<file path="config.mk">
export PLATFORM = sky130hd
export DESIGN_NAME = image_readout
export DESIGN_NICKNAME = d
export VERILOG_FILES = /design/src/core/readout_pkg.sv /design/src/core/dark_average.sv /design/src/core/image_readout.sv
export SDC_FILE = /design/constraint.sdc
export NUM_CORES = 1
export LEC_CHECK = 0
export BUFFER_PORTS_ARGS = -buffer_cell sky130_fd_sc_hd__buf_2
export CAP_MARGIN = 20
export CORE_ASPECT_RATIO = 2
export CORE_MARGIN = 4
export CORE_UTILIZATION = 32
export DETAILED_ROUTE_END_ITERATION = 8
export PLACE_DENSITY = 0.46
export SLEW_MARGIN = 30
export SYNTH_ARGS = -nofsm -noshare
export SYNTH_HDL_FRONTEND = slang
export SYNTH_HIERARCHICAL = 1
export SYNTH_SLANG_ARGS = --single-unit
</file>
<file path="constraint.sdc">
create_clock -name clk -period 8.1 [get_ports clk]
set_input_delay 0.405 -clock clk [delete_from_list [all_inputs] [get_ports clk]]
set_output_delay 0.405 -clock clk [all_outputs]
set_load 0.01 [all_outputs]
</file>
<file path="src/core/readout_pkg.sv">
package readout_pkg;

  // Register port
  localparam int REG_AW = 8;
  localparam int REG_DW = 16;
  localparam logic [7:0] CTRL_ADDR = 8'h00;
  localparam logic [7:0] ERR_ADDR = 8'h04;
  localparam logic [7:0] BLACK_ADDR = 8'h08;
  localparam logic [7:0] STAT_ADDR = 8'h0c;

  // Control register fields
  localparam int CTRL_MASTER_BIT = 0;
  localparam int CTRL_RAW_BIT = 1;
  localparam int CTRL_COLOUR_BIT = 2;
  localparam int CTRL_INTERLACE_BIT = 3;
  localparam int CTRL_PCLK_INV_BIT = 4;
  localparam int CTRL_BIN_LSB = 5;
  localparam int CTRL_MIRROR_COL_BIT = 7;
  localparam int CTRL_MIRROR_ROW_BIT = 8;
  localparam logic [15:0] CTRL_RESET = 16'h0001;
  localparam logic [1:0] BIN_TWO = 2'h1;
  localparam int ERR_CLEAR_BIT = 0;

  // Array geometry
  localparam int COL_W = 10;
  localparam int ROW_W = 10;
  localparam logic [9:0] ARRAY_COLS = 10'h30e;
  localparam logic [9:0] ARRAY_ROWS = 10'h1ec;
  localparam logic [9:0] BLACK_COLS = 10'h01a;
  localparam logic [9:0] BLACK_ROWS = 10'h008;
  localparam logic [9:0] RAW_ROW_FIRST = 10'h002;
  localparam logic [9:0] RAW_ROWS = 10'h004;
  localparam logic [9:0] ACT_COLS = 10'h2f1;
  localparam logic [9:0] ACT_ROWS = 10'h1e1;
  localparam logic [9:0] ACT_COL0 = 10'h01c;
  localparam logic [9:0] ACT_ROW0 = 10'h009;
  localparam logic [9:0] OUT_COLS = 10'h2f0;
  localparam logic [9:0] OUT_ROWS = 10'h1e0;

  // Timing counts in master clock cycles and rows
  localparam logic [9:0] HBLANK_COLS = 10'h05e;
  localparam logic [9:0] VBLANK_ROWS = 10'h02d;
  localparam logic [9:0] ROW_LEN = ARRAY_COLS + HBLANK_COLS;
  localparam logic [9:0] FRAME_ROWS = ARRAY_ROWS + VBLANK_ROWS;

  // Statistics accumulator
  localparam int SUM_W = 29;
  localparam logic [28:0] SUM_RESET = 29'h0;

  typedef enum logic [2:0] {
    SCAN_IDLE = 3'b001,
    SCAN_ROW = 3'b010,
    SCAN_WAIT = 3'b100
  } scan_state_t;

endpackage

</file>
<file path="src/core/dark_average.sv">
`timescale 1ns/1ns
`default_nettype none
module dark_average #(
  parameter int W = 10,
  parameter int SHIFT = 4
) (
  input wire logic clk,
  input wire logic rst,
  input wire logic ce,
  input wire logic load,
  input wire logic [W-1:0] load_val,
  input wire logic take,
  input wire logic [W-1:0] sample,
  output logic [W-1:0] avg
);
  logic [W+SHIFT-1:0] acc_r;
  logic [W+SHIFT-1:0] acc_nxt;
  logic [W+SHIFT:0] sum;

  if (SHIFT < 1 || SHIFT > 6) begin : bad_shift
    $error("dark_average: SHIFT out of range");
  end

  assign avg = acc_r[W+SHIFT-1:SHIFT];

  // Running average: acc += sample - acc/2^SHIFT
  always_comb begin
    sum = {1'b0, acc_r} + {{(SHIFT+1){1'b0}}, sample} - {{(SHIFT+1){1'b0}}, avg};
    if (load) begin
      acc_nxt = {load_val, {SHIFT{1'b0}}};
    end else if (take) begin
      acc_nxt = sum[W+SHIFT-1:0];
    end else begin
      acc_nxt = acc_r;
    end
  end

  always_ff @(posedge clk) begin
    if (rst) begin
      acc_r <= '0;
    end else if (ce) begin
      acc_r <= acc_nxt;
    end
  end
endmodule // dark_average
`default_nettype wire

</file>
<file path="src/core/image_readout.sv">
// Implementation choices: the register addresses and strobed register access.
`timescale 1ns/1ns
`default_nettype none
// Overview of operation
// - Master drives line start sync; slave takes it as input.
// - Master drives frame start sync; slave takes it as input.
// - Line qualifier high only while the data bus is valid; frame qualifier high from first to last word of a frame.
// - Output enable low floats only the ten data outputs.
// - Error output is the stereo error flag, ungated.
// - Addressing spans 782 columns by 492 rows.
// - Left 26 columns and top eight rows are optically black.
// - Black row data drives automatic black level adjustment.
// - Raw mode also outputs the middle four black rows.
// - Active region is 753 columns by 481 rows.
// - Extra active column and row keep mirrored readout on same colour.
// - Binning combines adjacent pixels only, no colour skipping.
// - Interlaced fields hold red/green rows or blue/green rows.
// - Colour bit set uses first green black value; clear uses all.
// - Black and row noise correction same for every colour.
// - Exposure and gain statistics use all three colours.
// - One pixel word per pixel clock period while line valid high.
// - Pixel clock is inverted master clock; binning stretches it.
// - Control bit 4 inverts pixel clock polarity.
module image_readout #(
  parameter int PIX_W = 10,
  parameter int AVG_SHIFT = 4
) (
  input wire logic clk,
  input wire logic rst,
  input wire logic ce,
  input wire logic [readout_pkg::REG_AW-1:0] reg_addr,
  input wire logic [readout_pkg::REG_DW-1:0] reg_wdata,
  input wire logic reg_write,
  input wire logic reg_read,
  output logic [readout_pkg::REG_DW-1:0] reg_rdata,
  output logic [readout_pkg::COL_W-1:0] array_col,
  output logic [readout_pkg::ROW_W-1:0] array_row,
  input wire logic [PIX_W-1:0] array_data,
  input wire logic output_enable,
  output logic [PIX_W-1:0] data_out,
  output logic data_oe,
  output logic line_valid,
  output logic frame_valid,
  output logic pixel_clock_out,
  output logic error_out,
  input wire logic line_start_sync_in,
  output logic line_start_sync_out,
  output logic line_start_sync_oe,
  input wire logic frame_start_sync_in,
  output logic frame_start_sync_out,
  output logic frame_start_sync_oe
);
  import readout_pkg::*;

  if (PIX_W < 8 || PIX_W > 12 || AVG_SHIFT < 1 || AVG_SHIFT > 6) begin : bad_param
    $error("image_readout: parameter out of range");
  end

  // Control fields
  logic [REG_DW-1:0] ctrl_r, ctrl_nxt, rdata_r, rdata_nxt;
  logic master, raw_mode, colour_bit, interlace, pclk_inv, mirror_col, mirror_row;
  logic bin2, bin4;
  logic [1:0] bin_code, bin_mask;
  assign master = ctrl_r[CTRL_MASTER_BIT];
  assign raw_mode = ctrl_r[CTRL_RAW_BIT];
  assign colour_bit = ctrl_r[CTRL_COLOUR_BIT];
  assign interlace = ctrl_r[CTRL_INTERLACE_BIT];
  assign pclk_inv = ctrl_r[CTRL_PCLK_INV_BIT];
  assign mirror_col = ctrl_r[CTRL_MIRROR_COL_BIT];
  assign mirror_row = ctrl_r[CTRL_MIRROR_ROW_BIT];
  assign bin_code = ctrl_r[CTRL_BIN_LSB +: 2];
  assign bin4 = bin_code[1];
  assign bin2 = (bin_code == BIN_TWO);
  assign bin_mask = {bin4, bin2 | bin4};

  // Pin synchronisers
  logic ls_s1, ls_s2, ls_s3, fs_s1, fs_s2, fs_s3, oe_s1, oe_s2;
  logic ls_edge, fs_edge;
  always_ff @(posedge clk) begin
    if (rst) begin
      {ls_s1, ls_s2, ls_s3} <= 3'h0;
      {fs_s1, fs_s2, fs_s3} <= 3'h0;
      {oe_s1, oe_s2} <= 2'h0;
    end else if (ce) begin
      {ls_s1, ls_s2, ls_s3} <= {line_start_sync_in, ls_s1, ls_s2};
      {fs_s1, fs_s2, fs_s3} <= {frame_start_sync_in, fs_s1, fs_s2};
      {oe_s1, oe_s2} <= {output_enable, oe_s1};
    end
  end
  assign ls_edge = ls_s2 & ~ls_s3;
  assign fs_edge = fs_s2 & ~fs_s3;

  // Scan sequencer
  scan_state_t state_r, state_nxt;
  logic [COL_W-1:0] col_r, col_nxt;
  logic [ROW_W-1:0] row_r, row_nxt;
  logic field_r, field_nxt, lsync_r, lsync_nxt, fsync_r, fsync_nxt, err_r, err_nxt;
  logic err_set, err_clr;

  assign err_set = !master && (state_r == SCAN_ROW) && (ls_edge || fs_edge);
  assign err_clr = reg_write && (reg_addr == ERR_ADDR) && reg_wdata[ERR_CLEAR_BIT];

  always_comb begin
    state_nxt = state_r;
    col_nxt = col_r;
    row_nxt = row_r;
    field_nxt = field_r;
    lsync_nxt = 1'b0;
    fsync_nxt = 1'b0;
    err_nxt = err_set | (err_r & ~err_clr);
    case (state_r)
      SCAN_IDLE: begin
        if (master || fs_edge) begin
          state_nxt = SCAN_ROW;
          col_nxt = '0;
          row_nxt = '0;
          lsync_nxt = master;
          fsync_nxt = master;
        end
      end
      SCAN_ROW: begin
        if (col_r == ROW_LEN - 10'h001) begin
          col_nxt = '0;
          if (row_r == FRAME_ROWS - 10'h001) begin
            row_nxt = '0;
            field_nxt = interlace & ~field_r;
            if (!master) begin
              state_nxt = SCAN_IDLE;
            end else begin
              lsync_nxt = 1'b1;
              fsync_nxt = 1'b1;
            end
          end else begin
            row_nxt = row_r + 10'h001;
            if (!master) begin
              state_nxt = SCAN_WAIT;
            end else begin
              lsync_nxt = 1'b1;
            end
          end
        end else begin
          col_nxt = col_r + 10'h001;
        end
      end
      SCAN_WAIT: begin
        if (ls_edge) begin
          state_nxt = SCAN_ROW;
        end
      end
      default: begin
        state_nxt = SCAN_IDLE;
      end
    endcase
  end

  always_ff @(posedge clk) begin
    if (rst) begin
      state_r <= SCAN_IDLE;
      col_r <= '0;
      row_r <= '0;
      field_r <= 1'b0;
      lsync_r <= 1'b0;
      fsync_r <= 1'b0;
      err_r <= 1'b0;
    end else if (ce) begin
      state_r <= state_nxt;
      col_r <= col_nxt;
      row_r <= row_nxt;
      field_r <= field_nxt;
      lsync_r <= lsync_nxt;
      fsync_r <= fsync_nxt;
      err_r <= err_nxt;
    end
  end

  // Stage 0: window decode and addressing
  logic [COL_W-1:0] ck, pcol, acol_r;
  logic [ROW_W-1:0] rk, prow, arow_r, last_rk;
  logic run, act_row, raw_row, field_ok, win_col, take0, last0;
  assign run = (state_r == SCAN_ROW);
  assign ck = col_r - ACT_COL0;
  assign rk = row_r - ACT_ROW0;
  assign act_row = (row_r >= ACT_ROW0) && (row_r < ACT_ROW0 + OUT_ROWS);
  assign field_ok = !interlace || (rk[0] == field_r);
  assign raw_row = raw_mode && (row_r >= RAW_ROW_FIRST)
                   && (row_r < RAW_ROW_FIRST + RAW_ROWS);
  assign win_col = (col_r >= ACT_COL0) && (col_r < ACT_COL0 + OUT_COLS);
  assign take0 = run && win_col && ((act_row && field_ok) || raw_row);
  assign last_rk = (interlace && !field_r) ? OUT_ROWS - 10'h002 : OUT_ROWS - 10'h001;
  assign last0 = act_row && (rk == last_rk);

  // Mirrored readout starts one column/row further in, on the same colour
  always_comb begin
    if (win_col && mirror_col) begin
      pcol = ACT_COL0 + OUT_COLS - ck;
    end else if (col_r < ARRAY_COLS) begin
      pcol = col_r;
    end else begin
      pcol = '0;
    end
    if (act_row && mirror_row) begin
      prow = ACT_ROW0 + OUT_ROWS - rk;
    end else if (row_r < ARRAY_ROWS) begin
      prow = row_r;
    end else begin
      prow = '0;
    end
  end

  // Stage 1 flags, aligned with array_data
  logic take_s1, drow_s1, dcol_s1, green_s1, gend_s1, rstart_s1, fend_s1, raw_s1, last_s1;
  always_ff @(posedge clk) begin
    if (rst) begin
      acol_r <= '0;
      arow_r <= '0;
      {take_s1, drow_s1, dcol_s1, green_s1, gend_s1} <= 5'h0;
      {rstart_s1, fend_s1, raw_s1, last_s1} <= 4'h0;
    end else if (ce) begin
      acol_r <= pcol;
      arow_r <= prow;
      take_s1 <= take0;
      drow_s1 <= run && (row_r < BLACK_ROWS) && (col_r < ARRAY_COLS);
      dcol_s1 <= run && (row_r < ARRAY_ROWS) && (col_r < BLACK_COLS);
      green_s1 <= !prow[0] && !pcol[0];
      gend_s1 <= ((ck[1:0] & bin_mask) == bin_mask);
      rstart_s1 <= run && (col_r == '0);
      fend_s1 <= run && (col_r == ROW_LEN - 10'h001) && (row_r == FRAME_ROWS - 10'h001);
      raw_s1 <= raw_row;
      last_s1 <= last0;
    end
  end
  assign array_col = acol_r;
  assign array_row = arow_r;

  // Black level from black rows, row noise from black columns
  logic [PIX_W-1:0] black_avg, row_avg;
  dark_average #(.W(PIX_W), .SHIFT(AVG_SHIFT)) u_black (
    .clk(clk),
    .rst(rst),
    .ce(ce),
    .load(1'b0),
    .load_val('0),
    .take(drow_s1 && (!colour_bit || green_s1)),
    .sample(array_data),
    .avg(black_avg)
  );
  dark_average #(.W(PIX_W), .SHIFT(AVG_SHIFT)) u_row (
    .clk(clk),
    .rst(rst),
    .ce(ce),
    .load(rstart_s1),
    .load_val(black_avg),
    .take(dcol_s1),
    .sample(array_data),
    .avg(row_avg)
  );

  // Stage 2: correction, binning, qualifiers, statistics
  logic [PIX_W+1:0] acc_r, acc_nxt, grp_sum;
  logic [PIX_W:0] diff;
  logic [PIX_W-1:0] corr, word, data_r, data_nxt;
  logic [2:0] hold_r, hold_nxt, bin_len;
  logic fv_r, fv_nxt, lastw_r, lastw_nxt, emit;
  logic [SUM_W-1:0] sum_r, sum_nxt;
  logic [REG_DW-1:0] stat_r, stat_nxt;

  assign bin_len = bin4 ? 3'h4 : (bin2 ? 3'h2 : 3'h1);
  assign emit = take_s1 && gend_s1;

  always_comb begin
    diff = {1'b0, array_data} - {1'b0, row_avg};
    corr = raw_mode ? array_data : (diff[PIX_W] ? '0 : diff[PIX_W-1:0]);
    grp_sum = acc_r + {2'b00, corr};
    if (bin4) begin
      word = grp_sum[PIX_W+1:2];
    end else if (bin2) begin
      word = grp_sum[PIX_W:1];
    end else begin
      word = grp_sum[PIX_W-1:0];
    end
    acc_nxt = (take_s1 && !gend_s1) ? grp_sum : '0;
    hold_nxt = emit ? bin_len : ((hold_r != 3'h0) ? hold_r - 3'h1 : 3'h0);
    data_nxt = emit ? word : ((hold_r <= 3'h1) ? '0 : data_r);
    fv_nxt = fv_r;
    lastw_nxt = lastw_r;
    if (emit) begin
      fv_nxt = 1'b1;
      lastw_nxt = last_s1;
    end else if (hold_r == 3'h1 && lastw_r) begin
      fv_nxt = 1'b0;
      lastw_nxt = 1'b0;
    end
    stat_nxt = stat_r;
    sum_nxt = sum_r;
    if (fend_s1) begin
      stat_nxt = sum_r[SUM_W-1 -: REG_DW];
      sum_nxt = SUM_RESET;
    end else if (emit && !raw_s1) begin
      sum_nxt = sum_r + {{(SUM_W-PIX_W){1'b0}}, word};
    end
  end

  always_ff @(posedge clk) begin
    if (rst) begin
      acc_r <= '0;
      data_r <= '0;
      hold_r <= 3'h0;
      fv_r <= 1'b0;
      lastw_r <= 1'b0;
      sum_r <= SUM_RESET;
      stat_r <= '0;
    end else if (ce) begin
      acc_r <= acc_nxt;
      data_r <= data_nxt;
      hold_r <= hold_nxt;
      fv_r <= fv_nxt;
      lastw_r <= lastw_nxt;
      sum_r <= sum_nxt;
      stat_r <= stat_nxt;
    end
  end

  // Pixel clock phase follows the column counter in binned modes
  logic [COL_W-1:0] cm1;
  logic pclk_div;
  assign cm1 = col_r - 10'h001;
  assign pclk_div = bin4 ? cm1[1] : cm1[0];
  assign pixel_clock_out = ((bin2 || bin4) ? pclk_div : ~clk) ^ pclk_inv;

  assign data_out = data_r;
  assign data_oe = oe_s2;
  assign line_valid = (hold_r != 3'h0);
  assign frame_valid = fv_r;
  assign error_out = err_r;
  assign line_start_sync_out = lsync_r;
  assign line_start_sync_oe = master;
  assign frame_start_sync_out = fsync_r;
  assign frame_start_sync_oe = master;

  // Register port
  always_comb begin
    ctrl_nxt = ctrl_r;
    rdata_nxt = '0;
    if (reg_write && reg_addr == CTRL_ADDR) begin
      ctrl_nxt = reg_wdata;
    end
    if (reg_read) begin
      case (reg_addr)
        CTRL_ADDR: rdata_nxt = ctrl_r;
        ERR_ADDR: rdata_nxt = {{(REG_DW-1){1'b0}}, err_r};
        BLACK_ADDR: rdata_nxt = {{(REG_DW-PIX_W){1'b0}}, black_avg};
        STAT_ADDR: rdata_nxt = stat_r;
        default: rdata_nxt = '0;
      endcase
    end
  end

  always_ff @(posedge clk) begin
    if (rst) begin
      ctrl_r <= CTRL_RESET;
      rdata_r <= '0;
    end else if (ce) begin
      ctrl_r <= ctrl_nxt;
      rdata_r <= rdata_nxt;
    end
  end
  assign reg_rdata = rdata_r;

  // Checks
  sync_dir_a: assert property (@(posedge clk) disable iff (rst)
    line_start_sync_oe == ctrl_r[CTRL_MASTER_BIT] && frame_start_sync_oe == line_start_sync_oe)
    else $error("sync pin direction wrong");
  frame_sync_a: assert property (@(posedge clk) disable iff (rst || !ce)
    frame_start_sync_out |-> line_start_sync_out && col_r == '0 && row_r == '0 && master)
    else $error("frame sync out of place");
  qual_pair_a: assert property (@(posedge clk) disable iff (rst)
    line_valid |-> frame_valid)
    else $error("line valid outside frame");
  oe_path_a: assert property (@(posedge clk) disable iff (rst || !ce)
    $rose(output_enable) ##1 ce ##1 ce |-> data_oe)
    else $error("data enable did not follow pin");
  error_pin_a: assert property (@(posedge clk) disable iff (rst || !ce)
    err_set |=> error_out)
    else $error("error output missed flag");
  addr_span_a: assert property (@(posedge clk) disable iff (rst)
    array_col < ARRAY_COLS && array_row < ARRAY_ROWS)
    else $error("array address out of range");
  mirror_col_a: assert property (@(posedge clk) disable iff (rst || !ce)
    take0 && mirror_col |=> acol_r > ACT_COL0 && acol_r <= ACT_COL0 + OUT_COLS)
    else $error("mirrored column outside window");
  word_rate_a: assert property (@(posedge clk) disable iff (rst || !ce)
    $rose(line_valid) |-> line_valid [*8])
    else $error("line valid broke within a row");
  pclk_bin2_a: assert property (@(posedge clk) disable iff (rst || !ce || state_r != SCAN_ROW)
    bin2 && !pclk_inv && $rose(pixel_clock_out) |=> !pixel_clock_out ##1 pixel_clock_out)
    else $error("pixel clock wrong in bin two");
  black_take_a: assert property (@(posedge clk) disable iff (rst || !ce)
    colour_bit && drow_s1 && !green_s1 |=> $stable(black_avg))
    else $error("black level used non green pixel");
endmodule // image_readout
`default_nettype wire

</file>
# Word level (Yosys, flattened, before mapping)
# Cells that the tools add are included.
# W data, S select, Z words.
[word_totals]
reg_bits = 196
inputBits = 42
output_inout_bits = 55
word_cells = 202
[classes]
addsub = 15
order_cmp = 11
n_eq_ne = 17
mux = 47
n_bitwise = 13
reduce_logical = 62
[ops]
columns = ["op", "count"]
rows = [
  ["$mux W10", 14],
  ["$pmux W16 S4", 1],
  ["$mux W29", 2],
  ["$pmux W10 S2", 2],
  ["$add A29 B10 Y29", 1],
  ["$logic_and A1 B1 Y1", 29],
  ["$add A14 B10 Y14", 2],
  ["$mux W14", 2],
  ["$sub A14 B10 Y14", 2],
  ["$mux W3", 9],
  ["$add A10 B1 Y10 const B", 2],
  ["$eq A10 B10 Y1 const B", 2],
  ["$lt A10 B10 Y1 const B", 2],
  ["$lt A10 B9 Y1 const B", 2],
  ["$eq A8 B4 Y1 const B", 2],
  ["$mux W16", 1],
  ["$reduce_and A2 Y1", 7],
  ["$add A12 B10 Y12", 1],
  ["$mux W12", 1],
  ["$mux W1", 11],
  ["$sub A10 B10 Y11", 1],
  ["$eq A10 B9 Y1", 1],
  ["$ge A10 B2 Y1 const B", 1],
  ["$ge A10 B4 Y1 const B", 1],
  ["37 further kinds", 66],
]

# Depth between registers and ports, before layout
# Gate-level depths: netlist (run 1).
[depth]
word_depth = 9
depth_mapped = 29
depth_no_buf = 29

# By module
# The synthesis (run 1) kept the hierarchy.
[modules_own_cells]
columns = ["module", "instances", "cells_each", "area_each_um2", "seq_area_each_um2"]
rows = [
  ["image_readout", 1, 1202, 9730.6, 3363.2],
  ["dark_average", 2, 213, 1622.8, 280.3],
]

==> flow_summary.html, run 1 <==
<table>
<tr><th>Metric</th><th>Value</th></tr>
<tr><th colspan="2">Run</th></tr>
<tr><td>Max-cap violations</td><td>0</td></tr>
<tr><th colspan="2">CTS</th></tr>
<tr><td>Clock tree from TritonCTS</td><td>built</td></tr>
<tr><td>Clock latency at the later pin of the worst-skew pair</td><td>0.58 ns</td></tr>
<tr><td>Number of hold-repair buffers added at the cts stage</td><td>0</td></tr>
<tr><td>Clock transition at the register clock pins on the worst setup and hold paths after CTS</td><td>0.08 ns</td></tr>
<tr><td>Post-cts gate resize count</td><td>0</td></tr>
<tr><td>Postcts setup bufs</td><td>0</td></tr>
<tr><th colspan="2">Worst hold path</th></tr>
<tr><td>Worst hold-check path type</td><td>input port to flip-flop</td></tr>
<tr><th colspan="2">Yosys</th></tr>
<tr><td>Multiplexer share of the synthesized area</td><td>0.0410</td></tr>
<tr><td>Main combinational cell family by area after synthesis</td><td>compound AO/OA/AOI/OAI gates</td></tr>
<tr><td>Post-synthesis register bit count</td><td>196</td></tr>
<tr><td>Synth Area per Inst</td><td>7.97 um^2</td></tr>
<tr><td>Netlist Area Pre-Place</td><td>13,000 um^2</td></tr>
<tr><td>Post-synth EDFFs</td><td>0</td></tr>
<tr><td>Post-synthesis share of cell area spent on xor and xnor gates</td><td>0.0594</td></tr>
<tr><td>Adder and majority cell fraction of the synthesized area</td><td>0.107</td></tr>
<tr><td>Synth Area in Compound Gates</td><td>0.216</td></tr>
<tr><td>Primary FF master, synth</td><td>sky130_fd_sc_hd__dfxtp_1</td></tr>
<tr><td>Async SR Flop Fraction</td><td>0</td></tr>
<tr><td>Fraction of the mapped netlist area in simple logic gates</td><td>0.197</td></tr>
<tr><td>Post-synthesis instance total</td><td>1,628</td></tr>
<tr><td>Yosys cell types</td><td>88</td></tr>
<tr><td>Yosys synthesis warning count</td><td>6</td></tr>
<tr><td>Part of the Yosys area used for sequential elements</td><td>0.302</td></tr>
<tr><th colspan="2">Timing</th></tr>
<tr><td>Final count of pins violating max slew</td><td>0</td></tr>
<tr><td>Total Negative Setup Slacks</td><td>0 ns</td></tr>
<tr><td>Total setup violations reported at the end of the flow</td><td>0</td></tr>
<tr><td>Worst clock skew</td><td>0.0230 ns</td></tr>
<tr><td>Max transition margin</td><td>0.393</td></tr>
<tr><td>Transition time of the tightest slew-check pin</td><td>0.911 ns</td></tr>
<tr><td>Period Utilization, post-route</td><td>0.835</td></tr>
<tr><td>Period minus WS final</td><td>6.76 ns</td></tr>
<tr><td>Total count of hold-check failures in the final report</td><td>0</td></tr>
<tr><td>Maximum clock rate</td><td>148 MHz</td></tr>
<tr><td>Unrepaired setup endpoints after global routing</td><td>false</td></tr>
<tr><th colspan="2">Critical path</th></tr>
<tr><td>Endpoint of the worst-slack reg-to-reg timing path</td><td>sum_r[28]</td></tr>
<tr><td>Endpoint type of the worst setup path</td><td>flip-flop</td></tr>
<tr><td>Worst reg-to-reg setup slack</td><td>1.34 ns</td></tr>
<tr><td>Endpoint of the worst setup timing path</td><td>sum_r[28]</td></tr>
<tr><td>Data arrival time at the worst-slack endpoint</td><td>7.26 ns</td></tr>
<tr><td>Setup Crit Path Kind</td><td>flip-flop to flip-flop</td></tr>
<tr><td>Crit-path max FO</td><td>11</td></tr>
<tr><td>Crit path launch type</td><td>flip-flop</td></tr>
<tr><td>Number of cell instances on the worst register-to-register path</td><td>24</td></tr>
<tr><td>Critical path required time</td><td>8.60 ns</td></tr>
<tr><td>R2R Path Start</td><td>u_row/acc_r[4]</td></tr>
<tr><td>CP Launch Point</td><td>u_row/acc_r[4]</td></tr>
<tr><th colspan="2">Die</th></tr>
<tr><td>DIE AREA</td><td>44,000 um^2</td></tr>
<tr><td>Starting utilization of the core area</td><td>0.323</td></tr>
<tr><td>Placement row count</td><td>104</td></tr>
<tr><td>Height of the chip</td><td>293 um</td></tr>
<tr><td>Placeable Area</td><td>40,200 um^2</td></tr>
<tr><td>Boundary pin count</td><td>97</td></tr>
<tr><td>Die Wd</td><td>150 um</td></tr>
<tr><th colspan="2">Finish</th></tr>
<tr><td>Post-layout net count</td><td>1,807</td></tr>
<tr><td>Fill cell count</td><td>4,232</td></tr>
<tr><td>Area Overhead vs Synth</td><td>11.5%</td></tr>
<tr><td>Finished Core Util</td><td>0.360</td></tr>
<tr><td>Most common library cell in the layout ignoring fill and taps</td><td>sky130_fd_sc_hd__nor2_1</td></tr>
<tr><td>Leading cell types in the layout, fill and taps excluded</td><td>sky130_fd_sc_hd__nor2_1 (207), sky130_fd_sc_hd__dfxtp_1 (196), sky130_fd_sc_hd__inv_1 (132)</td></tr>
<tr><td>Inserted Diodes</td><td>0</td></tr>
<tr><td>Share of post-route cells with drive strength above 1</td><td>0.112</td></tr>
<tr><th colspan="2">GRT</th></tr>
<tr><td>Global-route wire length before repair</td><td>64,500 um</td></tr>
<tr><td>Antenna violations before repair</td><td>0</td></tr>
<tr><td>Total Routing Usage GR</td><td>0.189</td></tr>
<tr><td>Maximum number of pins on one net before global-route repair</td><td>76</td></tr>
<tr><td>Vias in the first global route</td><td>11,500</td></tr>
<tr><td>Overall overflow remaining after global route</td><td>0</td></tr>
<tr><th colspan="2">Detailed routing</th></tr>
<tr><td>Number of nets still failing antenna checks after routing</td><td>0</td></tr>
<tr><td>Total detailed-routing wirelength</td><td>41,200 um</td></tr>
<tr><td>First DRT Iteration DRCs</td><td>571</td></tr>
<tr><td>Vias after detailed routing</td><td>11,500</td></tr>
<tr><td>DR DRC count</td><td>0</td></tr>
<tr><td>Via-per-instance ratio</td><td>5.22</td></tr>
<tr><td>Drt wl/cell</td><td>18.7 um</td></tr>
<tr><td>Number of detailed-route iterations in the first pass</td><td>5</td></tr>
<tr><th colspan="2">Power and ir drop</th></tr>
<tr><td>Peak ir drop on the vdd network</td><td>160 uV</td></tr>
<tr><td>Leakage</td><td>5.81 nW</td></tr>
<tr><td>Cell area power density</td><td>176 nW/um^2</td></tr>
<tr><th colspan="2">Run status</th></tr>
<tr><td>Outcome</td><td>completed</td></tr>
<tr><th colspan="2">Place</th></tr>
<tr><td>Port Buf Inserts</td><td>96</td></tr>
<tr><td>Hpwl dp</td><td>31,300 um</td></tr>
<tr><td>Final GP Congestion</td><td>0.913</td></tr>
</table>
synthesized netlist by cell type, drive strengths merged, types with 5 or more instances:
cell      n  share of area
a21oi   126          0.049
buf      41          0.020
nand2   124          0.036
nand2b   12         0.0058
inv     133          0.038
xnor2    46          0.031
ha       74          0.071
a31oi    19         0.0092
a221oi   10         0.0087
and3     19         0.0092
xor2     42          0.028
nor3     33          0.013
o21bai    5         0.0029
nand4    22          0.011
or3      13         0.0063
a22o     15          0.010
nor4      5         0.0036
a211oi   25          0.015
and2     18         0.0087
mux2i    34          0.026
a21o     19          0.011
mux2     15          0.013
o211ai   12         0.0069
o21a     18          0.010
a22oi    38          0.022
a311oi    5         0.0034
a31o      5         0.0034
clkbuf   64          0.019
dfxtp   196           0.30
fa       23          0.035
o221ai    5         0.0034
o21ai    65          0.025
nand3b   12         0.0069
o31ai     8         0.0050
nor2    210          0.062
nand3    45          0.018
nor2b    11         0.0053
cell families (layout without fill, tap and decap cells):
group / count (synthesis) / after routing
simple gates: 543 / 543
compound gates: 414 / 414
buf+inv: 239 / 277
flops: 196 / 196
fa+ha+maj: 97 / 97
xor+xnor: 88 / 88
mux: 50 / 50
other cells: 1 / 16
flip-flops by register name, indices dropped and copies added, names as in the netlist, 10 cells and up:
name	flops
acc_r	12
array_col	10
array_row	10
col_r	10
ctrl_r	16
data_out	10
reg_rdata	16
row_r	10
stat_r	16
sum_r	29
u_black/acc_r	14
u_row/acc_r	14
metrics by stage:
step / instances / power (mW) / hold slack (ns) / area [um^2] / worst slack [ns]
floorplan: 1643 / 1.45 / 0.432 / 13000 / 2.43
global placement: 2176 / 1.59 / 0.442 / 13800 / 1.40
detailed placement: 2176 / 1.59 / 0.451 / 13800 / 1.31
CTS: 2211 / 2.58 / 0.0313 / 14500 / 1.36
global route: 2211 / 2.68 / 0.0437 / 14500 / 0.895
finish: 2211 / 2.55 / 0.0547 / 14500 / 1.34
routing by layer:
metal | global-route usage | share of wire
met1 | 0.203 | 0.38
met4 | 0.0878 | 0.041
met3 | 0.0289 | 0.028
met2 | 0.355 | 0.55
met5 | 0 | 0
worst max-delay path, stage by stage, from the launching register on:
cell	delay (ns)
sky130_fd_sc_hd__dfxtp_1	0.51
sky130_fd_sc_hd__ha_1	0.21
sky130_fd_sc_hd__inv_1	0.06
sky130_fd_sc_hd__fa_1	0.39
sky130_fd_sc_hd__a21o_1	0.17
sky130_fd_sc_hd__a21oi_1	0.22
sky130_fd_sc_hd__nor2b_1	0.07
sky130_fd_sc_hd__o21a_1	0.18
sky130_fd_sc_hd__a221oi_1	0.35
sky130_fd_sc_hd__o221ai_1	0.46
sky130_fd_sc_hd__a22o_1	0.33
sky130_fd_sc_hd__ha_1	0.26
sky130_fd_sc_hd__or3_1	0.42
sky130_fd_sc_hd__a211oi_1	0.34
sky130_fd_sc_hd__o21bai_1	0.15
sky130_fd_sc_hd__a21oi_1	0.18
sky130_fd_sc_hd__xnor2_1	0.16
sky130_fd_sc_hd__a222oi_1	0.52
sky130_fd_sc_hd__inv_1	0.10
sky130_fd_sc_hd__ha_1	0.38
sky130_fd_sc_hd__and2_1	0.15
sky130_fd_sc_hd__o2111a_1	0.37
sky130_fd_sc_hd__nor2_1	0.14
sky130_fd_sc_hd__or4_1	0.41
sky130_fd_sc_hd__a21oi_1	0.14
cell type report:
| class | instances | area, um^2 | area share |
|---|---|---|---|
| clock buffer | 21 | 505 | 0.0349 |
| clock inverter | 15 | 183 | 0.0126 |
| inverter | 134 | 503 | 0.0348 |
| multi-input combinational | 1208 | 8120 | 0.561 |
| sequential | 196 | 3920 | 0.271 |
| tap | 530 | 663 | 0.0458 |
| timing repair buffer | 107 | 571 | 0.0394 |
worst min-delay path by stage:
stage / slack, ns / cells after the start / start / endpoint
after floorplan: 0.43 / 2 / last_s1 / lastw_r
after global placement: 0.44 / 2 / u_row/acc_r[1] / u_row/acc_r[1]
after detailed placement: 0.45 / 2 / last_s1 / lastw_r
after CTS: 0.03 / 3 / reg_wdata[10] / ctrl_r[10]
after global routing: 0.04 / 3 / reg_wdata[10] / ctrl_r[10]
final: 0.05 / 3 / reg_wdata[10] / ctrl_r[10]
where the power goes:
part	switching [mW]	total [mW]	internal (mW)
clock	0.479	0.996	0.517
sequential	0.0322	1.02	0.984
combinational	0.328	0.539	0.211
total	0.839	2.55	1.71
Note: power is estimated with default switching activity, not from simulation.
==> inputs of run 2 (changes only) <==
Clock period 8.1 ns to 6.64 ns, I/O delays scaled along.
==> run 2 against run 1 <==
- via count rose by 0.32%
- fmax grew 8.9%
- critical path depth increased by 1
- critical endpoint unchanged
- largest cell class unchanged
- highest routed layer unchanged
==> flow_summary.html, run 2 (same netlist as run 1, synthesis figures left out) <==
<table>
<tr><th>Metric</th><th>Value</th></tr>
<tr><th colspan="2">Run status</th></tr>
<tr><td>Outcome</td><td>completed</td></tr>
<tr><th colspan="2">Power and ir drop</th></tr>
<tr><td>Total power draw</td><td>3.11 mW</td></tr>
<tr><td>Peak ir drop on the vdd network</td><td>192 uV</td></tr>
<tr><td>Leakage</td><td>5.88 nW</td></tr>
<tr><td>Cell area power density</td><td>213 nW/um^2</td></tr>
<tr><th colspan="2">Finish</th></tr>
<tr><td>Final cell count without fillers</td><td>2,228</td></tr>
<tr><td>Fill cell count</td><td>4,257</td></tr>
<tr><td>Register with the most flip-flops</td><td>sum_r</td></tr>
<tr><td>Post-layout net count</td><td>1,824</td></tr>
<tr><td>Flip-flop count of the largest register, all copies and words added</td><td>29</td></tr>
<tr><td>Area Overhead vs Synth</td><td>12.6%</td></tr>
<tr><td>Final instance area</td><td>14,600 um^2</td></tr>
<tr><td>Inserted Diodes</td><td>0</td></tr>
<tr><td>Finished Core Util</td><td>0.363</td></tr>
<tr><td>Leading cell types in the layout, fill and taps excluded</td><td>sky130_fd_sc_hd__nor2_1 (208), sky130_fd_sc_hd__dfxtp_1 (195), sky130_fd_sc_hd__inv_1 (132)</td></tr>
<tr><td>Share of post-route cells with drive strength above 1</td><td>0.112</td></tr>
<tr><td>Most common library cell in the layout ignoring fill and taps</td><td>sky130_fd_sc_hd__nor2_1</td></tr>
<tr><th colspan="2">Detailed routing</th></tr>
<tr><td>Number of detailed-route iterations in the first pass</td><td>5</td></tr>
<tr><td>Total detailed-routing wirelength</td><td>41,300 um</td></tr>
<tr><td>DR DRC count</td><td>0</td></tr>
<tr><td>Drt wl/cell</td><td>18.5 um</td></tr>
<tr><td>First DRT Iteration DRCs</td><td>439</td></tr>
<tr><td>Via-per-instance ratio</td><td>5.19</td></tr>
<tr><td>Number of nets still failing antenna checks after routing</td><td>0</td></tr>
<tr><td>Vias after detailed routing</td><td>11,600</td></tr>
<tr><th colspan="2">Critical path</th></tr>
<tr><td>Data arrival time at the worst-slack endpoint</td><td>6.69 ns</td></tr>
<tr><td>Setup Crit Path Kind</td><td>flip-flop to flip-flop</td></tr>
<tr><td>Endpoint type of the worst setup path</td><td>flip-flop</td></tr>
<tr><td>Number of buffers and inverters on the critical path</td><td>3</td></tr>
<tr><td>Crit-path max FO</td><td>11</td></tr>
<tr><td>CP most frequent cell</td><td>sky130_fd_sc_hd__ha_1</td></tr>
<tr><td>Largest stage delay on the critical path</td><td>0.43 ns</td></tr>
<tr><td>Critical path required time</td><td>7.12 ns</td></tr>
<tr><td>Cell family with most CP delay</td><td>compound AO/OA/AOI/OAI gates</td></tr>
<tr><td>Cell with the largest stage delay on the worst path</td><td>sky130_fd_sc_hd__dfxtp_1</td></tr>
<tr><td>Crit path launch type</td><td>flip-flop</td></tr>
<tr><th colspan="2">GRT</th></tr>
<tr><td>Maximum number of pins on one net before global-route repair</td><td>65</td></tr>
<tr><td>Vias in the first global route</td><td>11,800</td></tr>
<tr><td>Antenna violations before repair</td><td>0</td></tr>
<tr><td>Global-route wire length before repair</td><td>65,400 um</td></tr>
<tr><td>Overall overflow remaining after global route</td><td>0</td></tr>
<tr><td>Total Routing Usage GR</td><td>0.190</td></tr>
<tr><th colspan="2">Timing</th></tr>
<tr><td>Period Utilization, post-route</td><td>0.935</td></tr>
<tr><td>Final count of pins violating max slew</td><td>0</td></tr>
<tr><td>Transition time of the tightest slew-check pin</td><td>0.934 ns</td></tr>
<tr><td>Maximum clock rate</td><td>161 MHz</td></tr>
<tr><td>Total Negative Setup Slacks</td><td>0 ns</td></tr>
<tr><td>Period minus WS final</td><td>6.21 ns</td></tr>
<tr><td>Unrepaired setup endpoints after global routing</td><td>false</td></tr>
<tr><td>Total count of hold-check failures in the final report</td><td>0</td></tr>
<tr><td>Max transition margin</td><td>0.377</td></tr>
<tr><td>Worst clock skew</td><td>0.0152 ns</td></tr>
<tr><td>Total setup violations reported at the end of the flow</td><td>0</td></tr>
<tr><th colspan="2">Die</th></tr>
<tr><td>Die Wd</td><td>150 um</td></tr>
<tr><td>Placement row count</td><td>104</td></tr>
<tr><td>DIE AREA</td><td>44,000 um^2</td></tr>
<tr><td>Placeable Area</td><td>40,200 um^2</td></tr>
<tr><td>Boundary pin count</td><td>97</td></tr>
<tr><td>Height of the chip</td><td>293 um</td></tr>
<tr><td>Starting utilization of the core area</td><td>0.323</td></tr>
<tr><th colspan="2">CTS</th></tr>
<tr><td>Clock transition at the register clock pins on the worst setup and hold paths after CTS</td><td>0.07 ns</td></tr>
<tr><td>Postcts setup bufs</td><td>0</td></tr>
<tr><td>Clock latency at the later pin of the worst-skew pair</td><td>0.57 ns</td></tr>
<tr><td>Clock tree from TritonCTS</td><td>built</td></tr>
<tr><th colspan="2">Place</th></tr>
<tr><td>Hpwl dp</td><td>31,200 um</td></tr>
<tr><td>Port Buf Inserts</td><td>96</td></tr>
<tr><td>Final GP Congestion</td><td>0.873</td></tr>
<tr><td>Instance count after placement with tap cells included</td><td>2,180</td></tr>
<tr><td>Placed Area</td><td>13,800 um^2</td></tr>
<tr><th colspan="2">Run</th></tr>
<tr><td>Max-cap violations</td><td>0</td></tr>
<tr><th colspan="2">Worst hold path</th></tr>
<tr><td>Worst hold-check path type</td><td>input port to flip-flop</td></tr>
</table>
-- run 2: final timing paths --
path	endpoint	cells past startpoint	slack, ns	startpoint
hold reg to reg	data_out[9]	2	0.45	data_out[9]
hold / removal	ctrl_r[0]	3	0.03	reg_wdata[0]
setup / recovery	sum_r[28]	25	0.43	u_row/acc_r[4]
setup reg to reg	sum_r[28]	25	0.43	u_row/acc_r[4]
-- run 2: worst min-delay path, stage by stage --
cell and delay, ns:
sky130_fd_sc_hd__buf_2 0.10, sky130_fd_sc_hd__mux2i_1 0.07, sky130_fd_sc_hd__nand2_1 0.06
-- run 2: final cells by class --
class                      instances  area (um^2)  area share
clock inverter                    11          125     0.00857
tap                              530          663      0.0454
sequential                       196         3930       0.269
multi-input combinational       1208         8120       0.556
timing repair buffer             124          731      0.0500
clock buffer                      25          541      0.0370
inverter                         134          503      0.0344
-- run 2: power by group --
part	leakage (nW)	internal, mW	switching [mW]	total [mW]
Combinational	3.96	0.267	0.404	0.671
Clock	0.335	0.667	0.527	1.19
Sequential	1.59	1.20	0.0409	1.24
Total	5.88	2.13	0.972	3.11
-- run 2: metrics by stage --
stage	setup slack (ns)	hold WS [ns]
floorplan	0.973	0.432
global placement	0.323	0.442
detailed placement	0.161	0.446
CTS	0.248	0.00533
global route	0.00759	0.0383
finish	0.430	0.0285
-- run 2: repair_timing --
item,in CTS,in global routing
gates resized for setup,0,2
hold buffers,13,0
endpoints found under the hold margin,13,0
setup endpoints to repair,0,17
-- run 2: metal layers --
metal	part of all wire	global-route usage	wire [um]	up-vias
met3	0.029	0.0252	1210	56
met5	0	0	0	-
li1	-	-	-	5747
met4	0.029	0.0679	1210	0
met1	0.39	0.204	15900	5557
met2	0.56	0.368	23000	214
